==> src/rtl/acb_pkg.sv <==
// Package with the register map, field layout, states and timing constants.
package acb_pkg;
  localparam int NCONV = 4;
  localparam logic [11:0] OFS_CTRL = 12'h000;
  localparam logic [11:0] OFS_STAT = 12'h004;
  localparam logic [3:0][11:0] OFS_SETUP = {12'h0DC, 12'h098, 12'h054, 12'h010};
  localparam int CONV_REQ_LSB = 0;
  localparam int RST_REQ_LSB = 16;
  localparam int MODE_BIT = 27;
  localparam int CNT_LSB = 24;
  localparam logic [31:0] SETUP_RST = 32'h0FFF_FFFF;
  localparam logic [31:0] SETUP_MASK = 32'h0FFF_FFFF;
  localparam int CFG_BITS = 32;
  localparam int CLK_NS = 100;
  localparam int RST_PULSE_NS = 200;
  localparam int CONV_NS = 1000;
  localparam int READ_NS = 1600;
  localparam int SCLK_HALF_NS = 200;
  localparam int RST_CYC_I = (RST_PULSE_NS + CLK_NS - 1) / CLK_NS;
  localparam int CONV_CYC_I = (CONV_NS + CLK_NS - 1) / CLK_NS;
  localparam int READ_CYC_I = (READ_NS + CLK_NS - 1) / CLK_NS;
  localparam int HALF_CYC_I = SCLK_HALF_NS / CLK_NS;
  localparam logic [7:0] RST_CYC = 8'((RST_CYC_I < 1) ? 1 : RST_CYC_I);
  localparam logic [7:0] CONV_CYC = 8'((CONV_CYC_I < 1) ? 1 : CONV_CYC_I);
  localparam logic [7:0] READ_CYC = 8'((READ_CYC_I < 1) ? 1 : READ_CYC_I);
  localparam logic [7:0] HALF_CYC = 8'((HALF_CYC_I < 1) ? 1 : HALF_CYC_I);
  typedef enum logic [4:0] {
    ST_IDLE = 5'h01,
    ST_RST = 5'h02,
    ST_CFG = 5'h04,
    ST_SAMP = 5'h08,
    ST_READ = 5'h10
  } acb_state_type;
endpackage

==> src/rtl/acb_sync3.sv <==
// Three-stage synchroniser that accepts a change once stages two and three agree.
`timescale 1ns/1ns
module acb_sync3 #(
  parameter int W = 4
) (
  input wire logic core_clk,
  input wire logic reset,
  input wire logic [W-1:0] din,
  output logic [W-1:0] dout
);
  typedef struct packed {
    logic [W-1:0] s1;
    logic [W-1:0] s2;
    logic [W-1:0] s3;
    logic [W-1:0] val;
  } acb_sync_type;
  acb_sync_type q_ff, nxt_q;
  always_comb begin
    nxt_q = q_ff;
    nxt_q.s1 = din;
    nxt_q.s2 = q_ff.s1;
    nxt_q.s3 = q_ff.s2;
    for (int i = 0; i < W; i++) begin
      if (q_ff.s2[i] == q_ff.s3[i]) begin
        nxt_q.val[i] = q_ff.s3[i];
      end
    end
  end
  always_ff @(posedge core_clk) begin
    if (reset) begin
      q_ff <= '0;
    end else begin
      q_ff <= nxt_q;
    end
  end
  assign dout = q_ff.val;
endmodule

==> src/rtl/acb_cfg_shifter.sv <==
// Serial transmitter that shifts one setup word out to a converter, MSB first.
`timescale 1ns/1ns
module acb_cfg_shifter #(
  parameter int W = acb_pkg::CFG_BITS
) (
  input wire logic core_clk,
  input wire logic reset,
  input wire logic start,
  input wire logic [W-1:0] data,
  output logic sclk,
  output logic sdo,
  output logic csN,
  output logic done
);
  typedef struct packed {
    logic [W-1:0] sh;
    logic [7:0] bitCnt;
    logic [7:0] div;
    logic sclk;
    logic csN;
    logic done;
  } acb_shift_type;
  acb_shift_type q_ff, nxt_q;
  logic tick;
  always_comb begin
    nxt_q = q_ff;
    nxt_q.done = 1'b0;
    tick = (q_ff.div == 8'h01);
    if (q_ff.csN) begin
      if (start) begin
        nxt_q.sh = data;
        nxt_q.bitCnt = 8'(W);
        nxt_q.csN = 1'b0;
        nxt_q.div = acb_pkg::HALF_CYC;
      end
    end else begin
      nxt_q.div = tick ? acb_pkg::HALF_CYC : q_ff.div - 8'h01;
      if (tick) begin
        nxt_q.sclk = ~q_ff.sclk;
        if (q_ff.sclk) begin
          nxt_q.sh = {q_ff.sh[W-2:0], 1'b0};
          nxt_q.bitCnt = q_ff.bitCnt - 8'h01;
          if (q_ff.bitCnt == 8'h01) begin
            nxt_q.csN = 1'b1;
            nxt_q.done = 1'b1;
          end
        end
      end
    end
  end
  always_ff @(posedge core_clk) begin
    if (reset) begin
      q_ff <= '{sh: '0, bitCnt: 8'h00, div: 8'h00, sclk: 1'b0, csN: 1'b1, done: 1'b0};
    end else begin
      q_ff <= nxt_q;
    end
  end
  assign sclk = q_ff.sclk;
  assign sdo = q_ff.sh[W-1];
  assign csN = q_ff.csN;
  assign done = q_ff.done;
endmodule

==> src/rtl/acb_top.sv <==
// Converter setup, request and busy tracking with an APB register slave.
//
// Implementation choice: the APB interface to the registers.
`timescale 1ns/1ns
module acb_top #(
  parameter int N = acb_pkg::NCONV
) (
  input wire logic core_clk,
  input wire logic reset,
  input wire logic psel,
  input wire logic penable,
  input wire logic pwrite,
  input wire logic [11:0] paddr,
  input wire logic [31:0] pwdata,
  output logic [31:0] prdata,
  output logic pready,
  output logic pslverr,
  input wire logic [N-1:0] adcBusyPin,
  output logic [N-1:0] convStartPin,
  output logic [N-1:0] resetPin,
  output logic [N-1:0] cfgSclk,
  output logic [N-1:0] cfgSdo,
  output logic [N-1:0] cfgCsN,
  output logic [N-1:0][2:0] chanSel
);
  typedef struct packed {
    logic [N-1:0][31:0] setup;
    acb_pkg::acb_state_type [N-1:0] st;
    logic [N-1:0][7:0] cnt;
    logic [N-1:0][2:0] chan;
    logic [N-1:0] convReq;
    logic [N-1:0] rstReq;
    logic [N-1:0] cfgPend;
    logic [N-1:0] busy;
    logic [N-1:0] convStart;
    logic [N-1:0] rstPin;
    logic [N-1:0] shStart;
    logic [31:0] prdata;
    logic pready;
    logic pslverr;
  } acb_top_type;
  acb_top_type q_ff, nxt_q;
  logic [N-1:0] adcBusySync;
  logic [N-1:0] shDone;
  logic [N-1:0][3:0] nAct;
  logic wrDone;
  logic setupPh;

  acb_sync3 #(.W(N)) u_sync (
    .core_clk(core_clk),
    .reset(reset),
    .din(adcBusyPin),
    .dout(adcBusySync)
  );

  // Active channel count from mode bit and count field.
  for (genvar g = 0; g < N; g++) begin : g_conv
    always_comb begin
      if (q_ff.setup[g][acb_pkg::MODE_BIT]) begin
        nAct[g] = {1'b0, q_ff.setup[g][acb_pkg::CNT_LSB+:3]} + 4'h1;
      end else begin
        nAct[g] = {2'b00, q_ff.setup[g][acb_pkg::CNT_LSB+:2]} + 4'h1;
      end
    end
    acb_cfg_shifter u_shift (
      .core_clk(core_clk),
      .reset(reset),
      .start(q_ff.shStart[g]),
      .data(q_ff.setup[g]),
      .sclk(cfgSclk[g]),
      .sdo(cfgSdo[g]),
      .csN(cfgCsN[g]),
      .done(shDone[g])
    );
  end

  assign wrDone = psel && penable && q_ff.pready && pwrite;
  assign setupPh = psel && !penable;

  always_comb begin
    logic hit;
    logic [31:0] rd;
    hit = 1'b0;
    rd = 32'h0000_0000;
    nxt_q = q_ff;
    nxt_q.pready = 1'b0;
    nxt_q.pslverr = 1'b0;
    nxt_q.shStart = '0;
    nxt_q.convStart = '0;
    // Converter sequencing.
    for (int i = 0; i < N; i++) begin
      case (q_ff.st[i])
        acb_pkg::ST_IDLE: begin
          if (q_ff.rstReq[i]) begin
            nxt_q.st[i] = acb_pkg::ST_RST;
            nxt_q.rstPin[i] = 1'b1;
            nxt_q.cnt[i] = acb_pkg::RST_CYC - 8'h01;
          end else if (q_ff.cfgPend[i]) begin
            nxt_q.st[i] = acb_pkg::ST_CFG;
            nxt_q.shStart[i] = 1'b1;
            nxt_q.cfgPend[i] = 1'b0;
          end else if (q_ff.convReq[i]) begin
            nxt_q.st[i] = acb_pkg::ST_SAMP;
            nxt_q.convReq[i] = 1'b0;
            nxt_q.chan[i] = 3'h0;
            nxt_q.convStart[i] = 1'b1;
            nxt_q.cnt[i] = acb_pkg::CONV_CYC - 8'h01;
          end
        end
        acb_pkg::ST_RST: begin
          if (q_ff.cnt[i] == 8'h00) begin
            nxt_q.rstPin[i] = 1'b0;
            nxt_q.rstReq[i] = 1'b0;
            nxt_q.st[i] = acb_pkg::ST_CFG;
            nxt_q.shStart[i] = 1'b1;
            nxt_q.cfgPend[i] = 1'b0;
          end else begin
            nxt_q.cnt[i] = q_ff.cnt[i] - 8'h01;
          end
        end
        acb_pkg::ST_CFG: begin
          if (shDone[i]) begin
            nxt_q.st[i] = acb_pkg::ST_IDLE;
          end
        end
        acb_pkg::ST_SAMP: begin
          if (q_ff.cnt[i] != 8'h00) begin
            nxt_q.cnt[i] = q_ff.cnt[i] - 8'h01;
          end else if (!adcBusySync[i]) begin
            nxt_q.st[i] = acb_pkg::ST_READ;
            nxt_q.cnt[i] = acb_pkg::READ_CYC - 8'h01;
          end
        end
        acb_pkg::ST_READ: begin
          if (q_ff.cnt[i] != 8'h00) begin
            nxt_q.cnt[i] = q_ff.cnt[i] - 8'h01;
          end else if ({1'b0, q_ff.chan[i]} == nAct[i] - 4'h1) begin
            nxt_q.st[i] = acb_pkg::ST_IDLE;
          end else begin
            nxt_q.chan[i] = q_ff.chan[i] + 3'h1;
            nxt_q.st[i] = acb_pkg::ST_SAMP;
            nxt_q.convStart[i] = 1'b1;
            nxt_q.cnt[i] = acb_pkg::CONV_CYC - 8'h01;
          end
        end
        default: begin
          nxt_q.st[i] = acb_pkg::ST_IDLE;
        end
      endcase
    end
    // Read decode and setup-phase answer.
    if (paddr == acb_pkg::OFS_CTRL) begin
      hit = 1'b1;
      rd[acb_pkg::CONV_REQ_LSB+:N] = q_ff.convReq;
      rd[acb_pkg::RST_REQ_LSB+:N] = q_ff.rstReq;
    end
    if (paddr == acb_pkg::OFS_STAT) begin
      hit = 1'b1;
      rd[N-1:0] = q_ff.busy;
    end
    for (int i = 0; i < N; i++) begin
      if (paddr == acb_pkg::OFS_SETUP[i]) begin
        hit = 1'b1;
        rd = q_ff.setup[i];
      end
    end
    if (setupPh) begin
      nxt_q.pready = 1'b1;
      nxt_q.pslverr = !hit;
      nxt_q.prdata = pwrite ? 32'h0000_0000 : rd;
    end
    // Writes come last so a request set wins over a clear.
    if (wrDone) begin
      if (paddr == acb_pkg::OFS_CTRL) begin
        nxt_q.convReq = nxt_q.convReq | pwdata[acb_pkg::CONV_REQ_LSB+:N];
        nxt_q.rstReq = nxt_q.rstReq | pwdata[acb_pkg::RST_REQ_LSB+:N];
      end
      for (int i = 0; i < N; i++) begin
        if (paddr == acb_pkg::OFS_SETUP[i]) begin
          nxt_q.setup[i] = pwdata & acb_pkg::SETUP_MASK;
          nxt_q.cfgPend[i] = 1'b1;
        end
      end
    end
    for (int i = 0; i < N; i++) begin
      nxt_q.busy[i] = (nxt_q.st[i] != acb_pkg::ST_IDLE) || nxt_q.cfgPend[i]
        || nxt_q.rstReq[i] || nxt_q.convReq[i];
    end
  end

  always_ff @(posedge core_clk) begin
    if (reset) begin
      for (int i = 0; i < N; i++) begin
        q_ff.setup[i] <= acb_pkg::SETUP_RST;
        q_ff.st[i] <= acb_pkg::ST_IDLE;
      end
      q_ff.cnt <= '0;
      q_ff.chan <= '0;
      q_ff.convReq <= '0;
      q_ff.rstReq <= '0;
      q_ff.cfgPend <= '0;
      q_ff.busy <= '0;
      q_ff.convStart <= '0;
      q_ff.rstPin <= '0;
      q_ff.shStart <= '0;
      q_ff.prdata <= 32'h0000_0000;
      q_ff.pready <= 1'b0;
      q_ff.pslverr <= 1'b0;
    end else begin
      q_ff <= nxt_q;
    end
  end

  assign prdata = q_ff.prdata;
  assign pready = q_ff.pready;
  assign pslverr = q_ff.pslverr;
  assign convStartPin = q_ff.convStart;
  assign resetPin = q_ff.rstPin;
  assign chanSel = q_ff.chan;
endmodule

==> config.mk <==
export PLATFORM = sky130hd
export DESIGN_NAME = acb_top
export DESIGN_NICKNAME = d
export VERILOG_FILES = /design/src/rtl/acb_pkg.sv /design/src/rtl/acb_sync3.sv /design/src/rtl/acb_cfg_shifter.sv /design/src/rtl/acb_top.sv
export SDC_FILE = /design/constraint.sdc
export NUM_CORES = 1
export LEC_CHECK = 0
export BUFFER_PORTS_ARGS = -buffer_cell sky130_fd_sc_hd__buf_4
export CAP_MARGIN = 10
export CELL_PAD_IN_SITES_DETAIL_PLACEMENT = 0
export CELL_PAD_IN_SITES_GLOBAL_PLACEMENT = 2
export CORE_AREA = 4 4 250 252
export DETAILED_ROUTE_END_ITERATION = 10
export DIE_AREA = 0 0 254 256
export MAX_ROUTING_LAYER = met4
export PLACE_DENSITY = 0.88
export SLEW_MARGIN = 20
export SYNTH_ARGS = -nofsm -noshare
export SYNTH_HDL_FRONTEND = slang
export SYNTH_SLANG_ARGS = --single-unit
==> constraint.sdc <==
create_clock -name core_clk -period 2.7 [get_ports core_clk]
set_input_delay 0.27 -clock core_clk [delete_from_list [all_inputs] [get_ports core_clk]]
set_output_delay 0.27 -clock core_clk [all_outputs]
set_load 0.02 [all_outputs]
After elaboration in Yosys (flattened, before gate mapping)
Cells that the tools add are included.

Register bits after elaboration: 458. Latch bits: 0. Memories kept: 0. Word-level logic and storage cells: 525. RAM bits: 0. ROM bits: 0.

Mux-type cells: 249. Multiply operators: 0. Divide/modulo/power cells: 0. Eq/ne operators: 97. $lt $le $gt $ge: 0. Bitwise operators: 15. $add $sub $neg: 28. Shift operators: 0. Reduce and logical (&&, ||, !) cells: 76.

Operators with widths (number): $mux W48 (8); $mux W40 (8); $mux W8 (37); $mux W5 (32); $mux W32 (4); $pmux W8 S4 (4); $pmux W5 S5 (4); $sub A8 B1 Y8 const B (12); $mux W1 (86); $ne A2 B2 Y1 const B (36); $eq A8 B1 Y1 const B (8); $mux W3 (20); $ne A3 B3 Y1 const B (16); $reduce_and A6 Y1 (8); $mux W4 (11); $logic_not A8 Y1 (4); $pmux W1 S2 (16); $reduce_bool A2 Y1 (16); $reduce_bool A8 Y1 (4); $mux W28 (1); $mux W2 (13); $eq A12 B8 Y1 const B (2); $pmux W3 S2 (4); $reduce_and A3 Y1 (8); other kinds (26) (103).

Logic depth before layout (Yosys ltp)
Gate-level depths: netlist of the first run.

Depth in word-level cells: 11. Depth in mapped cells: 9. Depth with buffers taken out: 8.

Cells and area by module
A second synthesis of the first run with hierarchy kept.

Cells, all modules: 2491. Area, all modules: 22436.5 µm².

By module, submodules not included: acb_top (cells an instance 1426, area each 12120.4 µm², sequential area each 4684.5 µm², times used 1); acb_cfg_shifter (cells an instance 255, area each 2449.8 µm², sequential area each 1021.0 µm², times used 4); acb_sync3 (cells an instance 45, area each 516.7 µm², sequential area each 320.3 µm², times used 1).

Worst setup path after synthesis of the first run
OpenSTA, ideal clock, no wires.

Kind: register to register. Start: reg q_ff[214] in the netlist's numbering. End: reg q_ff[92] in the netlist's numbering. Clock period less this slack: 2282 ps. Data arrival time: 2164 ps. Setup slack: 418 ps. Data required time: 2583 ps. Stages on the path, launching flop included: 9. Path through: dfxtp_1 > ha_1 > or3b_2 > a21o_1 > o2111ai_1 > a32oi_1 > and2_1 > clkbuf_1 > a32o_1.

Cells in the longest elaborated chain, start to end: 6. Elaborated cells on any way between the ends: 7.

RTL lines: start, declared (RTL line acb_top.sv:42) `acb_top_type q_ff, nxt_q;`; start signal, assigned (RTL line acb_top.sv:210) `q_ff <= nxt_q;`; $add A3 B1 Y4 / $add A2 B1 Y3 (equally long branches) (RTL line acb_top.sv:60, acb_top.sv:62); $mux W4 * (RTL line acb_top.sv:59) `if (q_ff.setup[g][acb_pkg::MODE_BIT]) begin`; $sub A4 B1 Y4 * (RTL line acb_top.sv:137) `end else if ({1'b0, q_ff.chan[i]} == nAct[i] - 4'h1) begin`; $eq A3 B4 Y1 * (RTL line acb_top.sv:137); $ne A3 B3 Y1 (no source line) *; $reduce_and A6 Y1 (no source line) *.

Every way passes the cells marked *; elsewhere a longest branch is shown, timed or not. A chain may end at the register's enable or synchronous reset.

Worst setup path in the final report of the first run
Start: reg q_ff[82] in the netlist's numbering. End: reg q_ff, in the netlist chanSel[4].

Cells in the longest elaborated chain, start to end: 3.

RTL lines: $reduce_bool A8 Y1 (RTL line acb_top.sv:135) `if (q_ff.cnt[i] != 8'h00) begin`; $ne A2 B2 Y1 (no source line); $reduce_and A6 Y1 (no source line).

No other way between the ends.

==> flow_summary.ini, run 1 <==
[yosys]
synth_area_leaders = dfxtp_1, mux2i_1, nor2_1, nand2_1, a211oi_1
synth_cells = 2483
async_reset_ff_frac = 0
seq_area_frac_synth = 0.421
ys_types = 82
synth.ff_latch_count = 454
yosys_most_used_dff = dfxtp_1
synth.top_cell.area_share = 0.421
yosysWarnings = 0
syn_area_mm2 = 0.0216
yosys-top-cells-count = dfxtp_1, nor2_1, nand2_1, mux2i_1, a21oi_1
synth_top_area_cell = dfxtp_1
avgSynthCellArea_um2 = 8.70
synth_edf_count = 0
synth_most_common_cell = dfxtp_1

[layout]
syn2layout_area_growth_pct = 15.9
regArea_mm2 = 0.00909
drive_gt1_frac = 0.119
fill_cells = 5967
nets = 2623
multi_input_area_mm2 = 0.0113

[power_and_ir_drop]
p_leak_nw = 10.0
ir_worst_vdd_uv = 405
power.density_mw_per_mm2 = 553

[sta]
slew_viol_final = 0
setup_tns_ps = 0
finalCritPeriodShare = 0.944
period_needed_ps = 2550
hold_violations = 0
slew_headroom = 0.440
rsz0062_at_grt = no
final.setup.worst_slack_ps = 150
whs_ps = 218
fmax_ghz = 0.392
tightest_slew_ps = 840
finalSetupViolCount = 0
skew_ps = 20.1

[hold_path]
min_path_cells = 3
min_from = pwrite
hold_end = prdata[19]
hold_class = input port to flop

[drt]
drt_first_pass_iters = 5
viasPerCell = 5.41
routed_wl_um = 62100
drtIter0Drc = 1263
ant_nets = 0
routedWlPerCell_um = 18.4
vias = 18206
drc = 0

[clocking]
cts_buffer_depth = 3
clkTransAtPathRegs_ps = 60
clock-sinks = 454
clk-insertion-delay-late_ps = 600
root_buffer = clkbuf_16
postCtsResizedCells = 0
cts_tree = done
cts_buffers = 52
h-tree-depth = 2

[grt]
antenna_found_initial = 6
grt_max_degree = 120
grt_first_pass_wirelength_um = 98800
grt_pass1_vias = 17557
overflow = 0
grt.total_usage = 0.191

[critical_path]
critPathCaptureType = flop
critPathLaunch = q_ff[82]
reg2reg_to = chanSel[4]
reg2reg_depth = 9
critPathLaunchType = flop
path_class = flop to flop
crit_required_ps = 3180
r2r_start = q_ff[82]
cp_max_fo = 7
cp_data_arrival_time_ps = 3030
regToRegSetupSlack_ps = 150

[placement]
io_buffers = 110
dp_slack_ps = 110
gp_congestion = 0.873
place_hpwl_um = 42500

[floorplan]
die_y_um = 256
rows = 90
die-area_mm2 = 0.0650
start_util = 0.359
fp.dieW_um = 254
pin_count = 119
core_area_mm2 = 0.0601

[status]
status = finished, final reports clean

[flow_run]
max-cap-violations = 0
final cells by class:
cell class                      count  area share
Tap cell                          782      0.0391
Timing Repair Buffer              215      0.0741
Clock inverter                     15     0.00555
Inverter                           57     0.00865
Sequential cell                   454       0.363
Clock buffer                       77      0.0590
Antenna cell                        5    0.000500
Multi-Input combinational cell   1762       0.450
cells in the final DEF, fill, tap and decap left out, drive strengths merged, types with 17 or more instances in the layout:
cell	netlist	final
o21ai	102	102
dfxtp	454	454
a211oi	124	124
nand2	272	272
o211ai	19	19
or3	17	17
nor2b	31	31
nor2	296	296
nor4	34	34
xor2	27	27
nand3	54	54
buf	119	182
dlygate4sd3	0	33
mux2i	243	243
inv	57	59
nor3	46	46
clkbuf	94	77
a22oi	52	52
nand2b	28	28
a21oi	136	136
ha	28	28
flip-flops by register name, summed over array words and instances, names as in the netlist:
register,flops
g_conv.u_shift.q_ff,188
pslverr,1
convStartPin,4
prdata,28
u_sync.dout,4
resetPin,4
chanSel,12
g_conv.u_shift.done,4
u_sync.q_ff,4
pready,1
g_conv.u_shift.csN,4
u_sync.nxt_q,8
g_conv.u_shift.sdo,4
g_conv.u_shift.sclk,4
q_ff,184
worst max path at each step:
stage	to
floorplan	q_ff[92]
global placement	chanSel[4]
detailed placement	chanSel[4]
CTS	chanSel[4]
global route	chanSel[4]
finish	chanSel[4]
timing repair:
item / CTS / global route
hold buffers: 33 / 0
endpoints found under the setup margin: 0 / 3
buffers inserted: 0 / 1
endpoints found under the hold margin: 124 / 0
cells by family after synthesis:
group,Yosys count,synth area share
other cells,1,0.000174
fa+ha+maj,28,0.0162
xor+xnor,43,0.0174
simple gates,883,0.197
flops,454,0.421
compound gates,560,0.174
buf+inv,270,0.0613
mux,244,0.113
critical path: stages, from the launching register on:
cell,delay [ps]
dfxtp_1,340
inv_1,70
ha_1,240
or4b_1,570
nor4_4,280
buf_4,190
nand2_1,100
a32oi_4,300
mux2i_1,270
nor2_1,80
through the flow:
step / instance area [um^2] / util / std cells / power [W]
global route: 25000 / 0.416 / 3367 / 0.0143
detailed placement: 23100 / 0.384 / 3236 / 0.00718
floorplan: 21600 / - / 2486 / 0.00701
CTS: 25000 / 0.416 / 3361 / 0.0141
global placement: 23100 / 0.384 / 3236 / 0.00718
finish: 25000 / 0.416 / 3367 / 0.0139
power by group:
group / internal (W) / switching, W / total (W)
Clock: 0.00396 / 0.00282 / 0.00678
Sequential: 0.00671 / 0.00000424 / 0.00671
Combinational: 0.000123 / 0.000242 / 0.000365
per-layer routing:
metal  up-vias  GRT usage  part of all wire
met5         -          -                 0
met3        90     0.0267             0.052
met2       473      0.310              0.47
met4         0     0.0501             0.023
met1      8677      0.252              0.45
li1       8966          -                 -
Note: power is estimated with default switching activity, not from simulation.
==> run 2: changes to the inputs <==
--- a/config.mk
+++ b/config.mk
@@ -5,15 +5,15 @@
 export SDC_FILE = /design/constraint.sdc
 export NUM_CORES = 1
 export LEC_CHECK = 0
-export BUFFER_PORTS_ARGS = -buffer_cell sky130_fd_sc_hd__buf_4
 export CAP_MARGIN = 10
 export CELL_PAD_IN_SITES_DETAIL_PLACEMENT = 0
 export CELL_PAD_IN_SITES_GLOBAL_PLACEMENT = 2
 export CORE_AREA = 4 4 250 252
 export DETAILED_ROUTE_END_ITERATION = 10
 export DIE_AREA = 0 0 254 256
+export DONT_BUFFER_PORTS = 1
 export MAX_ROUTING_LAYER = met4
-export PLACE_DENSITY = 0.88
+export PLACE_DENSITY_LB_ADDON = 0.25
 export SLEW_MARGIN = 20
 export SYNTH_ARGS = -nofsm -noshare
 export SYNTH_HDL_FRONTEND = slang
==> run 2 against run 1 <==
Effect of this change:
- sequential share of layout area down 1.5 points
- first-iteration DRC count rose by 3.6%
- routed wire length increased by 14%
- cell count up 1.8%
- largest power group unchanged
- count of clock-buffer cells in the layout rose by 4
- clock power up 7.1%
- global-route usage is 1.8 points higher
- critical path depth did not move
- register-to-register slack worse by 90 ps
- non-clock buffer count grew 50
- highest routed layer unchanged
- clock skew is 2.6 ps higher
- sequential cell count is the same
==> flow_summary.ini, run 2 (same netlist as run 1, synthesis figures left out) <==
[sta]
finalSetupViolCount = 0
slew_viol_final = 0
slew_headroom = 0.510
fmax_ghz = 0.379
skew_ps = 22.7
tightest_slew_ps = 735
hold_violations = 0
period_needed_ps = 2640
finalCritPeriodShare = 0.977

[critical_path]
critPathLaunchType = flop
cp_data_arrival_time_ps = 3140
critPathCaptureType = flop
regToRegSetupSlack_ps = 60
crit_chain = inv_1 -> ha_2 -> or3b_4 -> o41ai_4 -> buf_4 -> buf_4 -> buf_12 -> a211oi_1 -> dlygate4sd3_1
worst_path_max_delay_cell = dlygate4sd3_1
path_buf_inv = 5
crit_path_frequent_cell = buf_4
max_stage_delay_ps = 570
path_class = flop to flop
cp_max_fo = 14
crit_family = buffers and inverters
crit_required_ps = 3210

[floorplan]
die_y_um = 256
pin_count = 119
core_area_mm2 = 0.0601
fp.dieW_um = 254
start_util = 0.359
die-area_mm2 = 0.0650
rows = 90

[drt]
drc = 0
routed_wl_um = 70600
drtIter0Drc = 1308
drt_first_pass_iters = 5
vias = 18540
routedWlPerCell_um = 20.6
ant_nets = 0
viasPerCell = 5.41

[layout]
final_core_util = 0.434
syn2layout_area_growth_pct = 20.8
drive_gt1_frac = 0.0926
final_common_cell = dfxtp_1
fill_cells = 5992
final-instance-count-excl-fill = 3429
nets = 2675
largest_reg_flops = 188
layout_common_cells = dfxtp_1, nor2_1, nand2_1
regMostFlops = g_conv.u_shift.q_ff
largestRegisters = g_conv.u_shift.q_ff (188), q_ff (184), prdata (28)

[power_and_ir_drop]
p_clk_frac = 0.510
p_leak_nw = 10.7
p_sw_frac = 0.224
power.density_mw_per_mm2 = 546
ir_worst_vdd_uv = 475
p_int_w = 0.0111
p_sw_w = 0.00319
seqPwrFrac = 0.471
p_comb_frac = 0.019

[grt]
grt_first_pass_wirelength_um = 105000
antenna_found_initial = 12
grt_pass1_vias = 18021
grt.total_usage = 0.209
grt_max_degree = 144
overflow = 0

[clocking]
cts_buffer_depth = 3
cts_buffers = 54
cts_tree = done
clkTransAtPathRegs_ps = 60
clk-insertion-delay-late_ps = 620
clock-sinks = 454
root_buffer = clkbuf_16
h-tree-depth = 2

[placement]
gp_congestion = 0.814
place_hpwl_um = 43500
io_buffers = 0
place_inst = 3132

[hold_path]
hold_class = input port to flop

[flow_run]
max-cap-violations = 0

[status]
status = finished, final reports clean
## run 2: cell types whose count changed in the layout (fill, tap and decap cells not counted), sizes merged
cell / change
diode: +7
dlygate4sd3: +136
bufinv: +1
clkinv: +1
buf: -90
clkbuf: +8
inv: -1
## run 2: layer usage
layer | part of all wire | GRT usage
met1 | 0.46 | 0.276
met2 | 0.44 | 0.321
met3 | 0.072 | 0.0589
met4 | 0.022 | 0.0459
met5 | 0 | -
## run 2: cell type report
| cell class | instances | area, um^2 | area share |
|---|---|---|---|
| multi-input cells | 1762 | 11300 | 0.435 |
| flip-flops and latches | 454 | 9090 | 0.349 |
| repair buffers | 265 | 2680 | 0.103 |
| clock buffers | 81 | 1560 | 0.0599 |
| well taps | 782 | 978 | 0.0375 |
| inverters | 57 | 216 | 0.00830 |
| clock inverters | 16 | 184 | 0.00705 |
| diodes | 12 | 30.0 | 0.00115 |
## run 2: final timing paths
kind | to | cells after the start | from
worst min-delay path | q_ff[47] | 3 | pwdata[17]
worst max register to register | g_conv[1].u_shift.q_ff[42] | 9 | g_conv[1].u_shift.q_ff[4]
worst max-delay path | g_conv[1].u_shift.q_ff[42] | 9 | g_conv[1].u_shift.q_ff[4]
worst min register to register | g_conv[2].u_shift.q_ff[48] | 2 | g_conv[2].u_shift.q_ff[47]
## run 2: power groups by stage
| stage | logic (W) | registers (W) | clock network (W) |
|---|---|---|---|
| final | 0.000272 | 0.00671 | 0.00726 |
| after global routing | 0.000287 | 0.00671 | 0.00773 |
| after CTS | 0.000268 | 0.00671 | 0.00746 |
| after detailed placement | 0.000132 | 0.00686 | 0 |
| after global placement | 0.000131 | 0.00686 | 0 |
| after floorplan | 0.000149 | 0.00686 | 0 |
## run 2: stage by stage
| stage | setup TNS [ps] | setup slack (ps) | hold slack (ps) | cell area [um^2] | power [W] |
|---|---|---|---|---|---|
| 6_report | 0 | 61.8 | 60.0 | 26100 | 0.0143 |
| 3_5_place_dp | 0 | 251 | 365 | 22300 | 0.00699 |
| 2_1_floorplan | 0 | 418 | 398 | 21600 | 0.00701 |
| 3_3_place_gp | 0 | 276 | 363 | 22300 | 0.00699 |
| 4_1_cts | 0 | 10.1 | 27.6 | 25700 | 0.0144 |
| 5_1_grt | -18.6 | -9.51 | 59.7 | 26100 | 0.0147 |
## run 2: tightest hold or removal path: cells and delay by family
kind | cells | cell delay [ps]
simple gates | 1 | 140
compound gates | 2 | 210
## run 2: timing repair
item,CTS,global route
resized for setup,0,29
hold endpoints to repair,391,2
buffers inserted,0,11
setup endpoints to repair,0,56
hold buffers,171,1
==> run 3: changes to the inputs <==
--- a/config.mk
+++ b/config.mk
@@ -12,6 +12,7 @@
 export DETAILED_ROUTE_END_ITERATION = 10
 export DIE_AREA = 0 0 254 256
 export DONT_BUFFER_PORTS = 1
+export HOLD_SLACK_MARGIN = 0.12
 export MAX_ROUTING_LAYER = met4
 export PLACE_DENSITY_LB_ADDON = 0.25
 export SLEW_MARGIN = 20
==> constraint.sdc (replaced) <==
create_clock -name core_clk -period 2.9 [get_ports core_clk]
set_input_delay 0.29 -clock core_clk [delete_from_list [all_inputs] [get_ports core_clk]]
set_output_delay 0.29 -clock core_clk [all_outputs]
set_load 0.02 [all_outputs]
==> run 3 against run 2 <==
Effect of this change:
- critical path depth did not move
- via count decreased by 1.1%
- sequential cell count stayed put
- cell count is 0.50% lower
- largest cell class unchanged
==> flow_summary.ini, run 3 (same netlist as run 1, synthesis figures left out) <==
[power_and_ir_drop]
ir_worst_vdd_uv = 434
p_comb_frac = 0.019
p_clk_frac = 0.518
p_sw_w = 0.00299
p_sw_frac = 0.222
seqPwrFrac = 0.463
power.density_mw_per_mm2 = 521
p_leak_nw = 10.6
p_int_w = 0.0105

[sta]
slew_headroom = 0.376
tightest_slew_ps = 936
hold_violations = 0
finalCritPeriodShare = 0.963
finalSetupViolCount = 0
skew_ps = 23.6
fmax_ghz = 0.358
final.setup.worst_slack_ps = 106
period_needed_ps = 2790
slew_viol_final = 0

[critical_path]
crit_required_ps = 3390
cp_max_fo = 27
critPathLaunchType = flop
reg2reg_depth = 9
critPathCaptureType = flop
cp_data_arrival_time_ps = 3290
path_class = flop to flop

[floorplan]
start_util = 0.359
fp.dieW_um = 254
rows = 90
core_area_mm2 = 0.0601
die_y_um = 256
pin_count = 119
die-area_mm2 = 0.0650

[clocking]
h-tree-depth = 2
cts_tree = done
clock-sinks = 454
clkTransAtPathRegs_ps = 60
clk-insertion-delay-late_ps = 610
cts_buffers = 53
root_buffer = clkbuf_16
cts_buffer_depth = 3

[layout]
final_common_cell = dfxtp_1
largestRegisters = g_conv.u_shift.q_ff (188), q_ff (184), prdata (28)
largest_reg_flops = 188
drive_gt1_frac = 0.0917
final_core_util = 0.431
fill_cells = 6101
regMostFlops = g_conv.u_shift.q_ff
layout_common_cells = dfxtp_1, nor2_1, nand2_1
nets = 2657
syn2layout_area_growth_pct = 19.9

[placement]
gp_congestion = 0.829
io_buffers = 0
place_hpwl_um = 43000
dp_slack_ps = 356

[drt]
routedWlPerCell_um = 19.8
drt_first_pass_iters = 7
drc = 0
viasPerCell = 5.38
ant_nets = 0
drtIter0Drc = 1128
vias = 18342
routed_wl_um = 67700

[hold_path]
min_path_cells = 2
hold_class = input port to flop

[flow_run]
max-cap-violations = 0

[grt]
grt_pass1_vias = 17853
grt_max_degree = 152
grt_first_pass_wirelength_um = 105000
antenna_found_initial = 13
overflow = 0
grt.total_usage = 0.207

[status]
status = finished, final reports clean
-- run 3: final timing paths --
check | startpoint | end | slack, ps
setup reg to reg | g_conv[2].u_shift.q_ff[4] | g_conv[2].u_shift.q_ff[43] | 110
setup / recovery | g_conv[2].u_shift.q_ff[4] | g_conv[2].u_shift.q_ff[43] | 110
hold reg to reg | g_conv[0].u_shift.q_ff[48] | g_conv[0].u_shift.q_ff[49] | 460
hold / removal | reset | q_ff[51] | 150
-- run 3: area by class of cell --
cell class	instances	area, um^2	area share
Clock buffer	74	1560	0.0601
Timing Repair Buffer	248	2390	0.0922
Multi-Input combinational cell	1762	11400	0.439
Sequential cell	454	9100	0.351
Clock inverter	21	268	0.0103
Tap cell	782	978	0.0378
Inverter	57	216	0.00836
Antenna cell	14	35.0	0.00135
-- run 3: metal layers --
layer | up-vias | share of wire | track usage
met3 | 93 | 0.058 | 0.0433
met1 | 8828 | 0.47 | 0.279
met4 | 0 | 0.020 | 0.0407
met2 | 351 | 0.46 | 0.325
li1 | 9070 | - | -
met5 | - | 0 | -
-- run 3: per-stage QoR --
stage | TNS [ps] | instances | cell area (um^2) | hold slack, ps | total power (W)
after floorplan | 0 | 2486 | 21600 | 414 | 0.00652
after detailed placement | 0 | 3116 | 22100 | 386 | 0.00651
after global placement | 0 | 3116 | 22100 | 384 | 0.00651
after global routing | -25.0 | 3409 | 25900 | 160 | 0.0139
after CTS | 0 | 3378 | 25600 | 139 | 0.0137
final | 0 | 3412 | 25900 | 147 | 0.0135
-- run 3: repair_timing --
action                                  in CTS  in global routing
hold endpoints to repair                   401                  0
buffers inserted                             0                 18
resized for setup                            0                 27
endpoints found under the setup margin       0                 27
hold buffers                               167                  0
-- run 3: power groups by stage --
stage	combinational [W]	sequential, W	clock (W)
2_1_floorplan	0.000139	0.00639	0
3_3_place_gp	0.000121	0.00639	0
3_5_place_dp	0.000122	0.00639	0
4_1_cts	0.000258	0.00625	0.00717
5_1_grt	0.000273	0.00625	0.00742
6_report	0.000257	0.00625	0.00699
-- run 3: worst max-delay path: stages, from the launching register on --
cell and delay [ps]:
dfxtp_1 320, inv_1 80, ha_1 190, or3b_2 500
o41ai_4 290, buf_4 200, buf_4 150, buf_6 270
a211oi_1 110, dlygate4sd3_1 570
